<file path="src/verilog/qrl_cfg.svh">
// Command codes, register offsets, field positions and defaults of the flash command block
`ifndef QRL_CFG_SVH
`define QRL_CFG_SVH

`define QRL_CMD_WREN        8'h06
`define QRL_CMD_WRDI        8'h04
`define QRL_CMD_SET_PARAM   8'hc0
`define QRL_CMD_SET_WRAP    8'h77
`define QRL_CMD_FAST_READ   8'h0b
`define QRL_CMD_QUAD_IO     8'heb
`define QRL_CMD_WRAP_READ   8'h0c
`define QRL_CMD_ENTER_QUAD  8'h38
`define QRL_CMD_EXIT_QUAD   8'hff
`define QRL_CMD_LOCK        8'h36
`define QRL_CMD_UNLOCK      8'h39
`define QRL_CMD_READ_LOCK   8'h3d
`define QRL_CMD_GLOBAL_LOCK 8'h7e
`define QRL_CMD_GLOBAL_UNLK 8'h98
`define QRL_CMD_RESET_EN    8'h66
`define QRL_CMD_RESET       8'h99

`define QRL_CMD_BITS        6'd8
`define QRL_ADDR_BITS       6'd24
`define QRL_PARAM_BITS      6'd8
`define QRL_WRAP_CMD_BITS   6'd32

`define QRL_DUMMY_BASE      4'd2
`define QRL_SPI_FAST_DUMMY  4'd8
`define QRL_SPI_QIO_DUMMY   4'd6
`define QRL_WRAP_BASE       7'd8

`define QRL_DUMMY_FIELD_HI  5
`define QRL_DUMMY_FIELD_LO  4
`define QRL_WRAP_FIELD_HI   1
`define QRL_WRAP_FIELD_LO   0
`define QRL_SWRAP_FIELD_HI  5
`define QRL_SWRAP_FIELD_LO  4

`define QRL_DUMMY_FIELD_RST 2'h0
`define QRL_WRAP_FIELD_RST  2'h0

`define QRL_OFF_CTRL        12'h000
`define QRL_OFF_STATUS      12'h004
`define QRL_OFF_LOCK_SEL    12'h008
`define QRL_OFF_LOCK_STAT   12'h00c

`define QRL_CTRL_QUAD_EN    0
`define QRL_CTRL_SCHEME     1
`define QRL_CTRL_COMPL      2
`define QRL_CTRL_SECT       3
`define QRL_CTRL_TOP_BOT    4
`define QRL_CTRL_BLKP_LO    5
`define QRL_CTRL_BLKP_HI    7
`define QRL_CTRL_RST        8'h00

`endif

</file>
<file path="src/verilog/qrl_pkg.sv">
// Types shared by the flash command block
package qrl_pkg;
  typedef enum logic [2:0] {
    QRL_IDLE   = 3'b000,
    QRL_CMD    = 3'b001,
    QRL_ADDR   = 3'b010,
    QRL_PARAM  = 3'b011,
    QRL_DUMMY  = 3'b100,
    QRL_DATA   = 3'b101,
    QRL_WAIT   = 3'b110,
    QRL_IGNORE = 3'b111
  } qrl_state_t;
endpackage

</file>
<file path="src/verilog/qrl_flash_cmd.sv">
// Serial flash command interpreter: read parameters, wrapped burst, quad mode, block locks
// How it works
// - Quad mode accepts read-parameter command, sets both
// - Serial mode rejects read-parameter command
// - Serial mode: fixed dummies, wrap from 77h
// - Reset defaults: 8-byte wrap, 2 dummies
// - Dummy field 00/01/10/11 gives 2/4/6/8
// - Wrap field 00/01/10/11 gives 8/16/32/64
// - Wrapped burst wraps inside aligned window
// - One mode at once; only 38h enters quad
// - Power-up in serial mode
// - Enter quad only with quad-enable set
// - Entering quad keeps latch and wrap
// - Exit command returns to serial mode
// - Leaving quad keeps latch and wrap
// - Lock bits govern only when scheme select set
// - Lock bits volatile, all set after reset
// - Lock command sets addressed bit if latch set
// - Unlock command clears addressed bit if latch set
// - Read-lock shifts out byte, LSB is lock
// - Global lock sets all bits, needs latch
// - Global unlock clears all bits, needs latch
// - Reset sequence restores volatile defaults
`include "qrl_cfg.svh"

module qrl_flash_cmd #(
  parameter int LOCK_IDX_W = 8
) (
  // Clock and reset
  input  wire logic        pclk,
  input  wire logic        presetn,
  // APB slave
  input  wire logic        psel,
  input  wire logic        penable,
  input  wire logic        pwrite,
  input  wire logic [11:0] paddr,
  input  wire logic [31:0] pwdata,
  output logic      [31:0] prdata,
  output logic             pready,
  output logic             pslverr,
  // Serial pins from the host
  input  wire logic        cs_n_pin,
  input  wire logic        sclk_pin,
  input  wire logic [3:0]  io_in,
  output logic      [3:0]  io_out,
  output logic      [3:0]  io_oe_n,
  // Array read port
  output logic      [23:0] array_addr,
  input  wire logic [7:0]  array_rd_data,
  // Protection query from the program/erase side
  input  wire logic [23:0] prot_addr,
  input  wire logic        legacy_protected,
  output logic             prot_locked,
  output logic      [6:0]  legacy_prot_cfg
);

  localparam int NUM_LOCKS = 1 << LOCK_IDX_W;

  // Pin synchronisers; first stage feeds only the second
  logic       cs_n_s1, cs_n_s2, cs_n_d;
  logic       sclk_s1, sclk_s2, sclk_d;
  logic [3:0] io_s1, io_s2;

  always_ff @(posedge pclk or negedge presetn) begin
    if (!presetn) begin
      cs_n_s1 <= 1'b1;
      cs_n_s2 <= 1'b1;
      cs_n_d  <= 1'b1;
      sclk_s1 <= 1'b0;
      sclk_s2 <= 1'b0;
      sclk_d  <= 1'b0;
      io_s1   <= 4'h0;
      io_s2   <= 4'h0;
    end else begin
      cs_n_s1 <= cs_n_pin;
      cs_n_s2 <= cs_n_s1;
      cs_n_d  <= cs_n_s2;
      sclk_s1 <= sclk_pin;
      sclk_s2 <= sclk_s1;
      sclk_d  <= sclk_s2;
      io_s1   <= io_in;
      io_s2   <= io_s1;
    end
  end

  logic sclk_rise, sclk_fall, cs_rise, cs_fall;
  assign sclk_rise = !cs_n_s2 && sclk_s2 && !sclk_d;
  assign sclk_fall = !cs_n_s2 && !sclk_s2 && sclk_d;
  assign cs_rise   = cs_n_s2 && !cs_n_d;
  assign cs_fall   = !cs_n_s2 && cs_n_d;

  // Settings state
  logic                 quad_instruction_mode_reg;
  logic                 write_enable_latch_reg;
  logic                 reset_enable_reg;
  logic [1:0]           dummy_cycle_field_reg;
  logic [1:0]           wrap_length_reg;
  logic [NUM_LOCKS-1:0] lock_reg;
  logic [7:0]           ctrl_reg;
  logic [LOCK_IDX_W-1:0] lock_sel_reg;

  logic quad_enable_bit, protection_scheme_select;
  assign quad_enable_bit          = ctrl_reg[`QRL_CTRL_QUAD_EN];
  assign protection_scheme_select = ctrl_reg[`QRL_CTRL_SCHEME];

  // Frame state
  qrl_pkg::qrl_state_t state_reg;
  logic [7:0]  cmd_reg;
  logic [31:0] sh_reg;
  logic [5:0]  bit_cnt_reg;
  logic [3:0]  dummy_left_reg;
  logic [23:0] addr_reg;
  logic [2:0]  out_left_reg;
  logic [7:0]  out_sh_reg;

  logic       wide_in, wide_out, load_byte;
  logic [2:0] in_w;
  logic [5:0] bit_cnt_next;
  logic [31:0] sh_next;
  logic [7:0] cmd_byte;
  logic [3:0] dummy_eff;
  logic [6:0] wrap_bytes;
  logic [5:0] wrap_mask;
  logic [23:0] addr_inc;

  assign wide_in = quad_instruction_mode_reg ||
                   (state_reg == qrl_pkg::QRL_ADDR && cmd_reg == `QRL_CMD_QUAD_IO);
  assign wide_out = quad_instruction_mode_reg || cmd_reg == `QRL_CMD_QUAD_IO;
  assign in_w = wide_in ? 3'd4 : 3'd1;
  assign bit_cnt_next = bit_cnt_reg + {3'd0, in_w};
  assign sh_next = wide_in ? {sh_reg[27:0], io_s2} : {sh_reg[30:0], io_s2[0]};
  assign cmd_byte = sh_next[7:0];
  assign load_byte = sclk_fall && state_reg == qrl_pkg::QRL_DATA && out_left_reg == 3'd0;

  // Programmable dummies only in quad mode, fixed otherwise
  always_comb begin
    if (quad_instruction_mode_reg) begin
      dummy_eff = `QRL_DUMMY_BASE + {1'b0, dummy_cycle_field_reg, 1'b0};
    end else if (cmd_reg == `QRL_CMD_QUAD_IO) begin
      dummy_eff = `QRL_SPI_QIO_DUMMY;
    end else begin
      dummy_eff = `QRL_SPI_FAST_DUMMY;
    end
  end

  assign wrap_bytes = `QRL_WRAP_BASE << wrap_length_reg;
  assign wrap_mask  = 6'(wrap_bytes - 7'd1);

  // Wrapped burst stays inside the aligned window
  always_comb begin
    addr_inc = addr_reg + 24'h000001;
    if (cmd_reg == `QRL_CMD_WRAP_READ) begin
      addr_inc = {addr_reg[23:6], (addr_reg[5:0] & ~wrap_mask) | (6'(addr_reg[5:0] + 6'h01) & wrap_mask)};
    end
  end

  // Frame sequencer
  always_ff @(posedge pclk or negedge presetn) begin
    if (!presetn) begin
      state_reg      <= qrl_pkg::QRL_IDLE;
      cmd_reg        <= 8'h00;
      sh_reg         <= 32'h0000_0000;
      bit_cnt_reg    <= 6'd0;
      dummy_left_reg <= 4'd0;
      addr_reg       <= 24'h000000;
    end else if (cs_n_s2) begin
      state_reg   <= qrl_pkg::QRL_IDLE;
      bit_cnt_reg <= 6'd0;
    end else if (cs_fall) begin
      state_reg   <= qrl_pkg::QRL_CMD;
      bit_cnt_reg <= 6'd0;
    end else if (load_byte && cmd_reg != `QRL_CMD_READ_LOCK) begin
      addr_reg <= addr_inc;
    end else if (sclk_rise) begin
      sh_reg      <= sh_next;
      bit_cnt_reg <= bit_cnt_next;
      unique case (state_reg)
        qrl_pkg::QRL_CMD: begin
          if (bit_cnt_next == `QRL_CMD_BITS) begin
            cmd_reg     <= cmd_byte;
            bit_cnt_reg <= 6'd0;
            unique case (cmd_byte)
              `QRL_CMD_FAST_READ, `QRL_CMD_QUAD_IO, `QRL_CMD_LOCK, `QRL_CMD_UNLOCK,
              `QRL_CMD_READ_LOCK: state_reg <= qrl_pkg::QRL_ADDR;
              `QRL_CMD_WRAP_READ:
                state_reg <= quad_instruction_mode_reg ? qrl_pkg::QRL_ADDR : qrl_pkg::QRL_IGNORE;
              `QRL_CMD_SET_PARAM:
                state_reg <= quad_instruction_mode_reg ? qrl_pkg::QRL_PARAM : qrl_pkg::QRL_IGNORE;
              `QRL_CMD_SET_WRAP:
                state_reg <= quad_instruction_mode_reg ? qrl_pkg::QRL_IGNORE : qrl_pkg::QRL_PARAM;
              `QRL_CMD_ENTER_QUAD:
                state_reg <= quad_instruction_mode_reg ? qrl_pkg::QRL_IGNORE : qrl_pkg::QRL_WAIT;
              `QRL_CMD_EXIT_QUAD:
                state_reg <= quad_instruction_mode_reg ? qrl_pkg::QRL_WAIT : qrl_pkg::QRL_IGNORE;
              `QRL_CMD_WREN, `QRL_CMD_WRDI, `QRL_CMD_GLOBAL_LOCK, `QRL_CMD_GLOBAL_UNLK,
              `QRL_CMD_RESET_EN, `QRL_CMD_RESET: state_reg <= qrl_pkg::QRL_WAIT;
              default: state_reg <= qrl_pkg::QRL_IGNORE;
            endcase
          end
        end
        qrl_pkg::QRL_ADDR: begin
          if (bit_cnt_next == `QRL_ADDR_BITS) begin
            addr_reg       <= sh_next[23:0];
            dummy_left_reg <= dummy_eff;
            if (cmd_reg == `QRL_CMD_LOCK || cmd_reg == `QRL_CMD_UNLOCK) begin
              state_reg <= qrl_pkg::QRL_WAIT;
            end else if (cmd_reg == `QRL_CMD_READ_LOCK) begin
              state_reg <= qrl_pkg::QRL_DATA;
            end else begin
              state_reg <= qrl_pkg::QRL_DUMMY;
            end
          end
        end
        qrl_pkg::QRL_PARAM: begin
          if ((cmd_reg == `QRL_CMD_SET_PARAM && bit_cnt_next == `QRL_PARAM_BITS) ||
              (cmd_reg == `QRL_CMD_SET_WRAP && bit_cnt_next == `QRL_WRAP_CMD_BITS)) begin
            state_reg <= qrl_pkg::QRL_WAIT;
          end
        end
        qrl_pkg::QRL_DUMMY: begin
          dummy_left_reg <= dummy_left_reg - 4'd1;
          if (dummy_left_reg == 4'd1) begin
            state_reg <= qrl_pkg::QRL_DATA;
          end
        end
        // Extra clocks after a complete frame void it
        qrl_pkg::QRL_WAIT: state_reg <= qrl_pkg::QRL_IGNORE;
        qrl_pkg::QRL_IDLE, qrl_pkg::QRL_DATA, qrl_pkg::QRL_IGNORE: state_reg <= state_reg;
      endcase
    end
  end

  assign array_addr = addr_reg;

  // Command execution happens only when chip select rises on a complete frame
  logic exec;
  assign exec = cs_rise && state_reg == qrl_pkg::QRL_WAIT;

  always_ff @(posedge pclk or negedge presetn) begin
    if (!presetn) begin
      quad_instruction_mode_reg <= 1'b0;
      write_enable_latch_reg    <= 1'b0;
      reset_enable_reg          <= 1'b0;
      dummy_cycle_field_reg     <= `QRL_DUMMY_FIELD_RST;
      wrap_length_reg           <= `QRL_WRAP_FIELD_RST;
      lock_reg                  <= '1;
    end else if (exec && cmd_reg == `QRL_CMD_RESET && reset_enable_reg) begin
      quad_instruction_mode_reg <= 1'b0;
      write_enable_latch_reg    <= 1'b0;
      reset_enable_reg          <= 1'b0;
      dummy_cycle_field_reg     <= `QRL_DUMMY_FIELD_RST;
      wrap_length_reg           <= `QRL_WRAP_FIELD_RST;
      lock_reg                  <= '1;
    end else if (cs_rise && state_reg != qrl_pkg::QRL_IDLE) begin
      // Any other frame breaks a pending reset sequence
      reset_enable_reg <= exec && cmd_reg == `QRL_CMD_RESET_EN;
      if (exec) begin
        unique case (cmd_reg)
          `QRL_CMD_WREN: write_enable_latch_reg <= 1'b1;
          `QRL_CMD_WRDI: write_enable_latch_reg <= 1'b0;
          `QRL_CMD_SET_PARAM: begin
            dummy_cycle_field_reg <= sh_reg[`QRL_DUMMY_FIELD_HI:`QRL_DUMMY_FIELD_LO];
            wrap_length_reg       <= sh_reg[`QRL_WRAP_FIELD_HI:`QRL_WRAP_FIELD_LO];
          end
          `QRL_CMD_SET_WRAP: wrap_length_reg <= sh_reg[`QRL_SWRAP_FIELD_HI:`QRL_SWRAP_FIELD_LO];
          // Latch and wrap are untouched by mode changes
          `QRL_CMD_ENTER_QUAD: quad_instruction_mode_reg <= quad_enable_bit;
          `QRL_CMD_EXIT_QUAD: quad_instruction_mode_reg <= 1'b0;
          `QRL_CMD_LOCK: begin
            if (write_enable_latch_reg) begin
              lock_reg[addr_reg[23 -: LOCK_IDX_W]] <= 1'b1;
            end
          end
          `QRL_CMD_UNLOCK: begin
            if (write_enable_latch_reg) begin
              lock_reg[addr_reg[23 -: LOCK_IDX_W]] <= 1'b0;
            end
          end
          `QRL_CMD_GLOBAL_LOCK: begin
            if (write_enable_latch_reg) begin
              lock_reg <= '1;
            end
          end
          `QRL_CMD_GLOBAL_UNLK: begin
            if (write_enable_latch_reg) begin
              lock_reg <= '0;
            end
          end
          default: write_enable_latch_reg <= write_enable_latch_reg;
        endcase
      end
    end
  end

  // Data shifted out MSB first on falling clock edges
  logic [7:0] byte_src;
  assign byte_src = (cmd_reg == `QRL_CMD_READ_LOCK) ?
                    {7'h00, lock_reg[addr_reg[23 -: LOCK_IDX_W]]} : array_rd_data;

  always_ff @(posedge pclk or negedge presetn) begin
    if (!presetn) begin
      io_out       <= 4'h0;
      io_oe_n      <= 4'hf;
      out_sh_reg   <= 8'h00;
      out_left_reg <= 3'd0;
    end else if (state_reg != qrl_pkg::QRL_DATA || cs_n_s2) begin
      io_oe_n      <= 4'hf;
      out_left_reg <= 3'd0;
    end else if (sclk_fall) begin
      io_oe_n <= wide_out ? 4'h0 : 4'hd;
      if (load_byte) begin
        if (wide_out) begin
          io_out       <= byte_src[7:4];
          out_sh_reg   <= {byte_src[3:0], 4'h0};
          out_left_reg <= 3'd4;
        end else begin
          io_out       <= {2'b00, byte_src[7], 1'b0};
          out_sh_reg   <= {byte_src[6:0], 1'b0};
          out_left_reg <= 3'd7;
        end
      end else if (wide_out) begin
        io_out       <= out_sh_reg[7:4];
        out_sh_reg   <= {out_sh_reg[3:0], 4'h0};
        out_left_reg <= out_left_reg - 3'd4;
      end else begin
        io_out       <= {2'b00, out_sh_reg[7], 1'b0};
        out_sh_reg   <= {out_sh_reg[6:0], 1'b0};
        out_left_reg <= out_left_reg - 3'd1;
      end
    end
  end

  // Protection answer for the program/erase side
  always_ff @(posedge pclk or negedge presetn) begin
    if (!presetn) begin
      prot_locked <= 1'b1;
    end else begin
      prot_locked <= protection_scheme_select ? lock_reg[prot_addr[23 -: LOCK_IDX_W]] : legacy_protected;
    end
  end

  // Six config bits; top bit of the port is spare
  assign legacy_prot_cfg = {1'b0, ctrl_reg[`QRL_CTRL_BLKP_HI:`QRL_CTRL_COMPL]};

  // APB slave, zero wait states
  logic apb_wr, map_hit;
  assign apb_wr  = psel && penable && pwrite;
  assign pready  = 1'b1;
  assign map_hit = paddr == `QRL_OFF_CTRL || paddr == `QRL_OFF_STATUS ||
                   paddr == `QRL_OFF_LOCK_SEL || paddr == `QRL_OFF_LOCK_STAT;
  assign pslverr = psel && penable && !map_hit;

  always_ff @(posedge pclk or negedge presetn) begin
    if (!presetn) begin
      ctrl_reg     <= `QRL_CTRL_RST;
      lock_sel_reg <= '0;
    end else if (apb_wr && paddr == `QRL_OFF_CTRL) begin
      ctrl_reg <= pwdata[7:0];
    end else if (apb_wr && paddr == `QRL_OFF_LOCK_SEL) begin
      lock_sel_reg <= pwdata[LOCK_IDX_W-1:0];
    end
  end

  always_comb begin
    prdata = 32'h0000_0000;
    unique case (paddr)
      `QRL_OFF_CTRL: prdata[7:0] = ctrl_reg;
      `QRL_OFF_STATUS: prdata[18:0] = {wrap_bytes, dummy_eff, wrap_length_reg, dummy_cycle_field_reg,
                                       1'b0, reset_enable_reg, write_enable_latch_reg,
                                       quad_instruction_mode_reg};
      `QRL_OFF_LOCK_SEL: prdata[LOCK_IDX_W-1:0] = lock_sel_reg;
      `QRL_OFF_LOCK_STAT: prdata[0] = lock_reg[lock_sel_reg];
      default: prdata = 32'h0000_0000;
    endcase
  end

endmodule

</file>
<file path="config.mk">
export PLATFORM = sky130hd
export DESIGN_NAME = qrl_flash_cmd
export DESIGN_NICKNAME = d
export VERILOG_FILES = /design/src/verilog/qrl_pkg.sv /design/src/verilog/qrl_flash_cmd.sv
export VERILOG_INCLUDE_DIRS = /design/src /design/src/verilog
export SDC_FILE = /design/constraint.sdc
export NUM_CORES = 2
export LEC_CHECK = 0
export ABC_AREA = 1
export BUFFER_PORTS_ARGS = -buffer_cell sky130_fd_sc_hd__buf_4
export CAP_MARGIN = 20
export CELL_PAD_IN_SITES_DETAIL_PLACEMENT = 0
export CELL_PAD_IN_SITES_GLOBAL_PLACEMENT = 1
export CORE_ASPECT_RATIO = 0.5
export CORE_MARGIN = 8
export CORE_UTILIZATION = 42
export CTS_BUF_LIST = sky130_fd_sc_hd__clkbuf_8
export DETAILED_ROUTE_END_ITERATION = 16
export PLACE_DENSITY = 0.82
export SYNTH_ARGS = -nofsm -noshare
export SYNTH_HDL_FRONTEND = slang
export SYNTH_SLANG_ARGS = --single-unit
</file>
<file path="constraint.sdc">
create_clock -name pclk -period 3.4 [get_ports pclk]
set_input_delay 0.68 -clock pclk [delete_from_list [all_inputs] [get_ports pclk]]
set_output_delay 0.68 -clock pclk [all_outputs]
set_load 0.02 [all_outputs]
</file>
==> impl_results.md <==
- Slew margin rel.: approximately a fifth
- Sequential cell area fraction in the yosys report: about a third
- Mean Syn Cell Area: roughly 6.7 µm²
- Ports: around 160
- Synth cell types: 52
- DRC violations left: 0
- Max Root-Sink Buffers: 3
- Initial DRC Count: roughly 4400
- Routed vias/inst: approximately 6.2
- Ys flop type: dfstp_2
- Dpl ws: around 110 ps
- Main area contributors after synthesis: dfstp_2 24%, o21ai_0 11%, dfrtp_1 10%, nor2_1 9.0%, a21oi_1 8.7%
- Post-synthesis instance area: 0.0290 mm²
- Yosys warns: 0
- Die W: just under 400 µm
- Pwr per Cell Area: roughly 300 mW/mm²
- Final hold vios: 0
- Most frequent cells after synthesis: 694 x nor2_1, 616 x o21ai_0, 503 x a21oi_1
- Yosys top cell by area: dfstp_2
- Total GRT Usage: between 20 and 30%
- Final slew viol count: 0
- Setup violations, final: 1
- Total power: approximately 9.8 mW
- First-pass GRT wire length: 183 mm
- FFs w/ async S/R, synth: between 90% and 100%
- Leak: 12.8 nW
- Storage element area: around 0.0098 mm²
- DRT Pass-1 Iters: 9
- Die area: between 0.07 and 0.08 mm²
- CP startpoint kind: register
- Die Span Y: about 200 µm
- Synth Register Bits: 378
- CP required: between 2000 and 3000 ps
- Clock root cell: clkbuf_8
- CP Capture Type: primary output
- CTS sink cnt: approximately 380
- Multi-input gate area: 0.0164 mm²
- Area growth from synthesis to layout: 15.3%
- CTS clock-pin slew for the worst setup and hold paths: ~60 ps
- Largest net degree at the start of global routing: roughly 130
- Syn Inst Count: 4335
- RSZ-0062 raised after global routing: yes
- Worst Path Buf+Inv: 5
- Remaining Overflow, GRT: 0
- Max Clock Skew: 26.8 ps
- Post-layout minimum cycle time: 3700 ps
- FP Rows: 68
- Worst path top cell family by delay: buffers and inverters
- CTS buffer count: slightly below 70
- Clock latency at the later pin of the worst-skew pair: between 700 and 800 ps
- WP data arrival: 3020 ps
- WL/cell: around 23 µm
- Worst path cell trace: buf_12, buf_12, buf_16, o21ai_2, nand3_1, nand3_2, nand2_2, o21ai_1, buf_4, nand2_2, nand3_2, nand3_2, nand2_2, nand2_1, a21oi_1, buf_4
- ANT cells: 0
- Crit-path slowest cell: dfrtp_4
- Crit share post-route: 109%
- WS Path Type: register to primary output
- ANT nets after route: 0
- Outcome: finished, violations left
- Initial antenna violation count: 2
- CTS tree: yes
- Post-Route WL: ~120 mm
- Worst Hold Class: input pin to register
- Core ar.: roughly 0.069 mm²
- Layout cells sized above 1: around 18%
- GP Congestion: just over 0.9
- Share of the synthesized area in the top cell type: between 20% and 30%
- Initial Util: 42.3%
- Vias: 32900
- Deepest level of the CTS H-tree: 3
- Slowest Stage Delay on Critical Path: approximately 500 ps
- Hold slack: between 80 and 90 ps
- Filler cells: just under 7000
- Most common cell in the synthesized netlist: nor2_1
- Worst Tran Pin Value: between 1000 and 1500 ps
- Post-DP HPWL: roughly 75 mm
- Post-synth EDFFs: 0
- Peak VDD IR: 0.276 mV
- Maximum fanout along the worst path: 7
- Final nets: 4437
- IO Port Bufs: 102
- Max-cap viol count: 0
- FMAX: ~270 MHz
- Violated checks: setup timing
- Vias in the first global route: roughly 30000
- Final worst setup slack: -299 ps
- Largest register FFs: approximately 260
[cell usage in the layout (no fill, tap or decap), types with 69 or more instances in the layout]
master and instances:
o211ai_1 76, dfrtp_1 113, nand2_1 428, o21ai_0 541, nor2_1 685, a21oi_1 475
dfstp_2 262, nand3_1 273, clkbuf_8 88, o311ai_0 247, inv_1 464, buf_4 212
o22ai_1 92, o21ai_1 69
[kinds of logic after synthesis]
| logic type | Yosys count | synth area share, % |
|---|---|---|
| buf+inv | 823 | 11.6 |
| simple gates | 1494 | 21.3 |
| compound gates | 1621 | 32.8 |
| fa+ha+maj | 9 | 0.388 |
| other cells | 2 | 0.0259 |
| flops | 378 | 33.7 |
| xor+xnor | 8 | 0.241 |
[final timing paths]
path,cells past startpoint,start,slack (ps),endpoint
min in group asynchronous,2,presetn,540,array_addr[9]
worst min register to register,0,io_s1[2],350,io_s2[2]
worst max register to register,14,array_addr[17],210,out_sh_reg[4]
max in group asynchronous,3,presetn,1970,lock_reg[245]
worst min-delay path,1,io_in[0],80,io_s1[0]
worst max-delay path,16,lock_sel_reg[0],-300,prdata[0]
[metal layers]
metal | wire length [µm] | track usage [%] | vias to the layer above
met5 | 25 | 0 | -
met4 | 5890 | 12.6 | 4
met3 | 14200 | 7.33 | 403
met2 | 51000 | 43.4 | 1863
met1 | 49200 | 39.9 | 15500
li1 | - | - | 15100
[final cells by class]
type	count	area share, %
inverters	460	5.19
multi-input cells	3151	49.1
flip-flops and latches	378	29.2
well taps	910	3.40
clock inverters	30	0.407
clock buffers	88	3.62
repair buffers	281	9.08
[through the flow]
stage | cells | instance area (µm²) | setup TNS, ps | utilization [%]
floorplan | 4352 | 29100 | 0 | -
global placement | 5159 | 31200 | 0 | 45.4
detailed placement | 5159 | 31200 | 0 | 45.4
CTS | 5296 | 33200 | -295 | 48.4
global route | 5298 | 33500 | -422 | 48.8
finish | 5298 | 33500 | -299 | 48.8
[power breakdown]
group / leakage [nW] / internal [mW] / switching (mW)
Sequential: 4.23 / 4.55 / 0.0257
Combinational: 7.82 / 0.202 / 0.488
Clock: 0.773 / 2.32 / 2.22
[repair_timing]
action	4_1_cts	5_1_grt
resized for setup	122	75
setup buffers	8	0
setup endpoints to repair	1	40
pin swaps	23	24
hold endpoints to repair	27	0
cloned	10	2
hold buffers	1	0
Note: power is estimated with default switching activity, not from simulation.
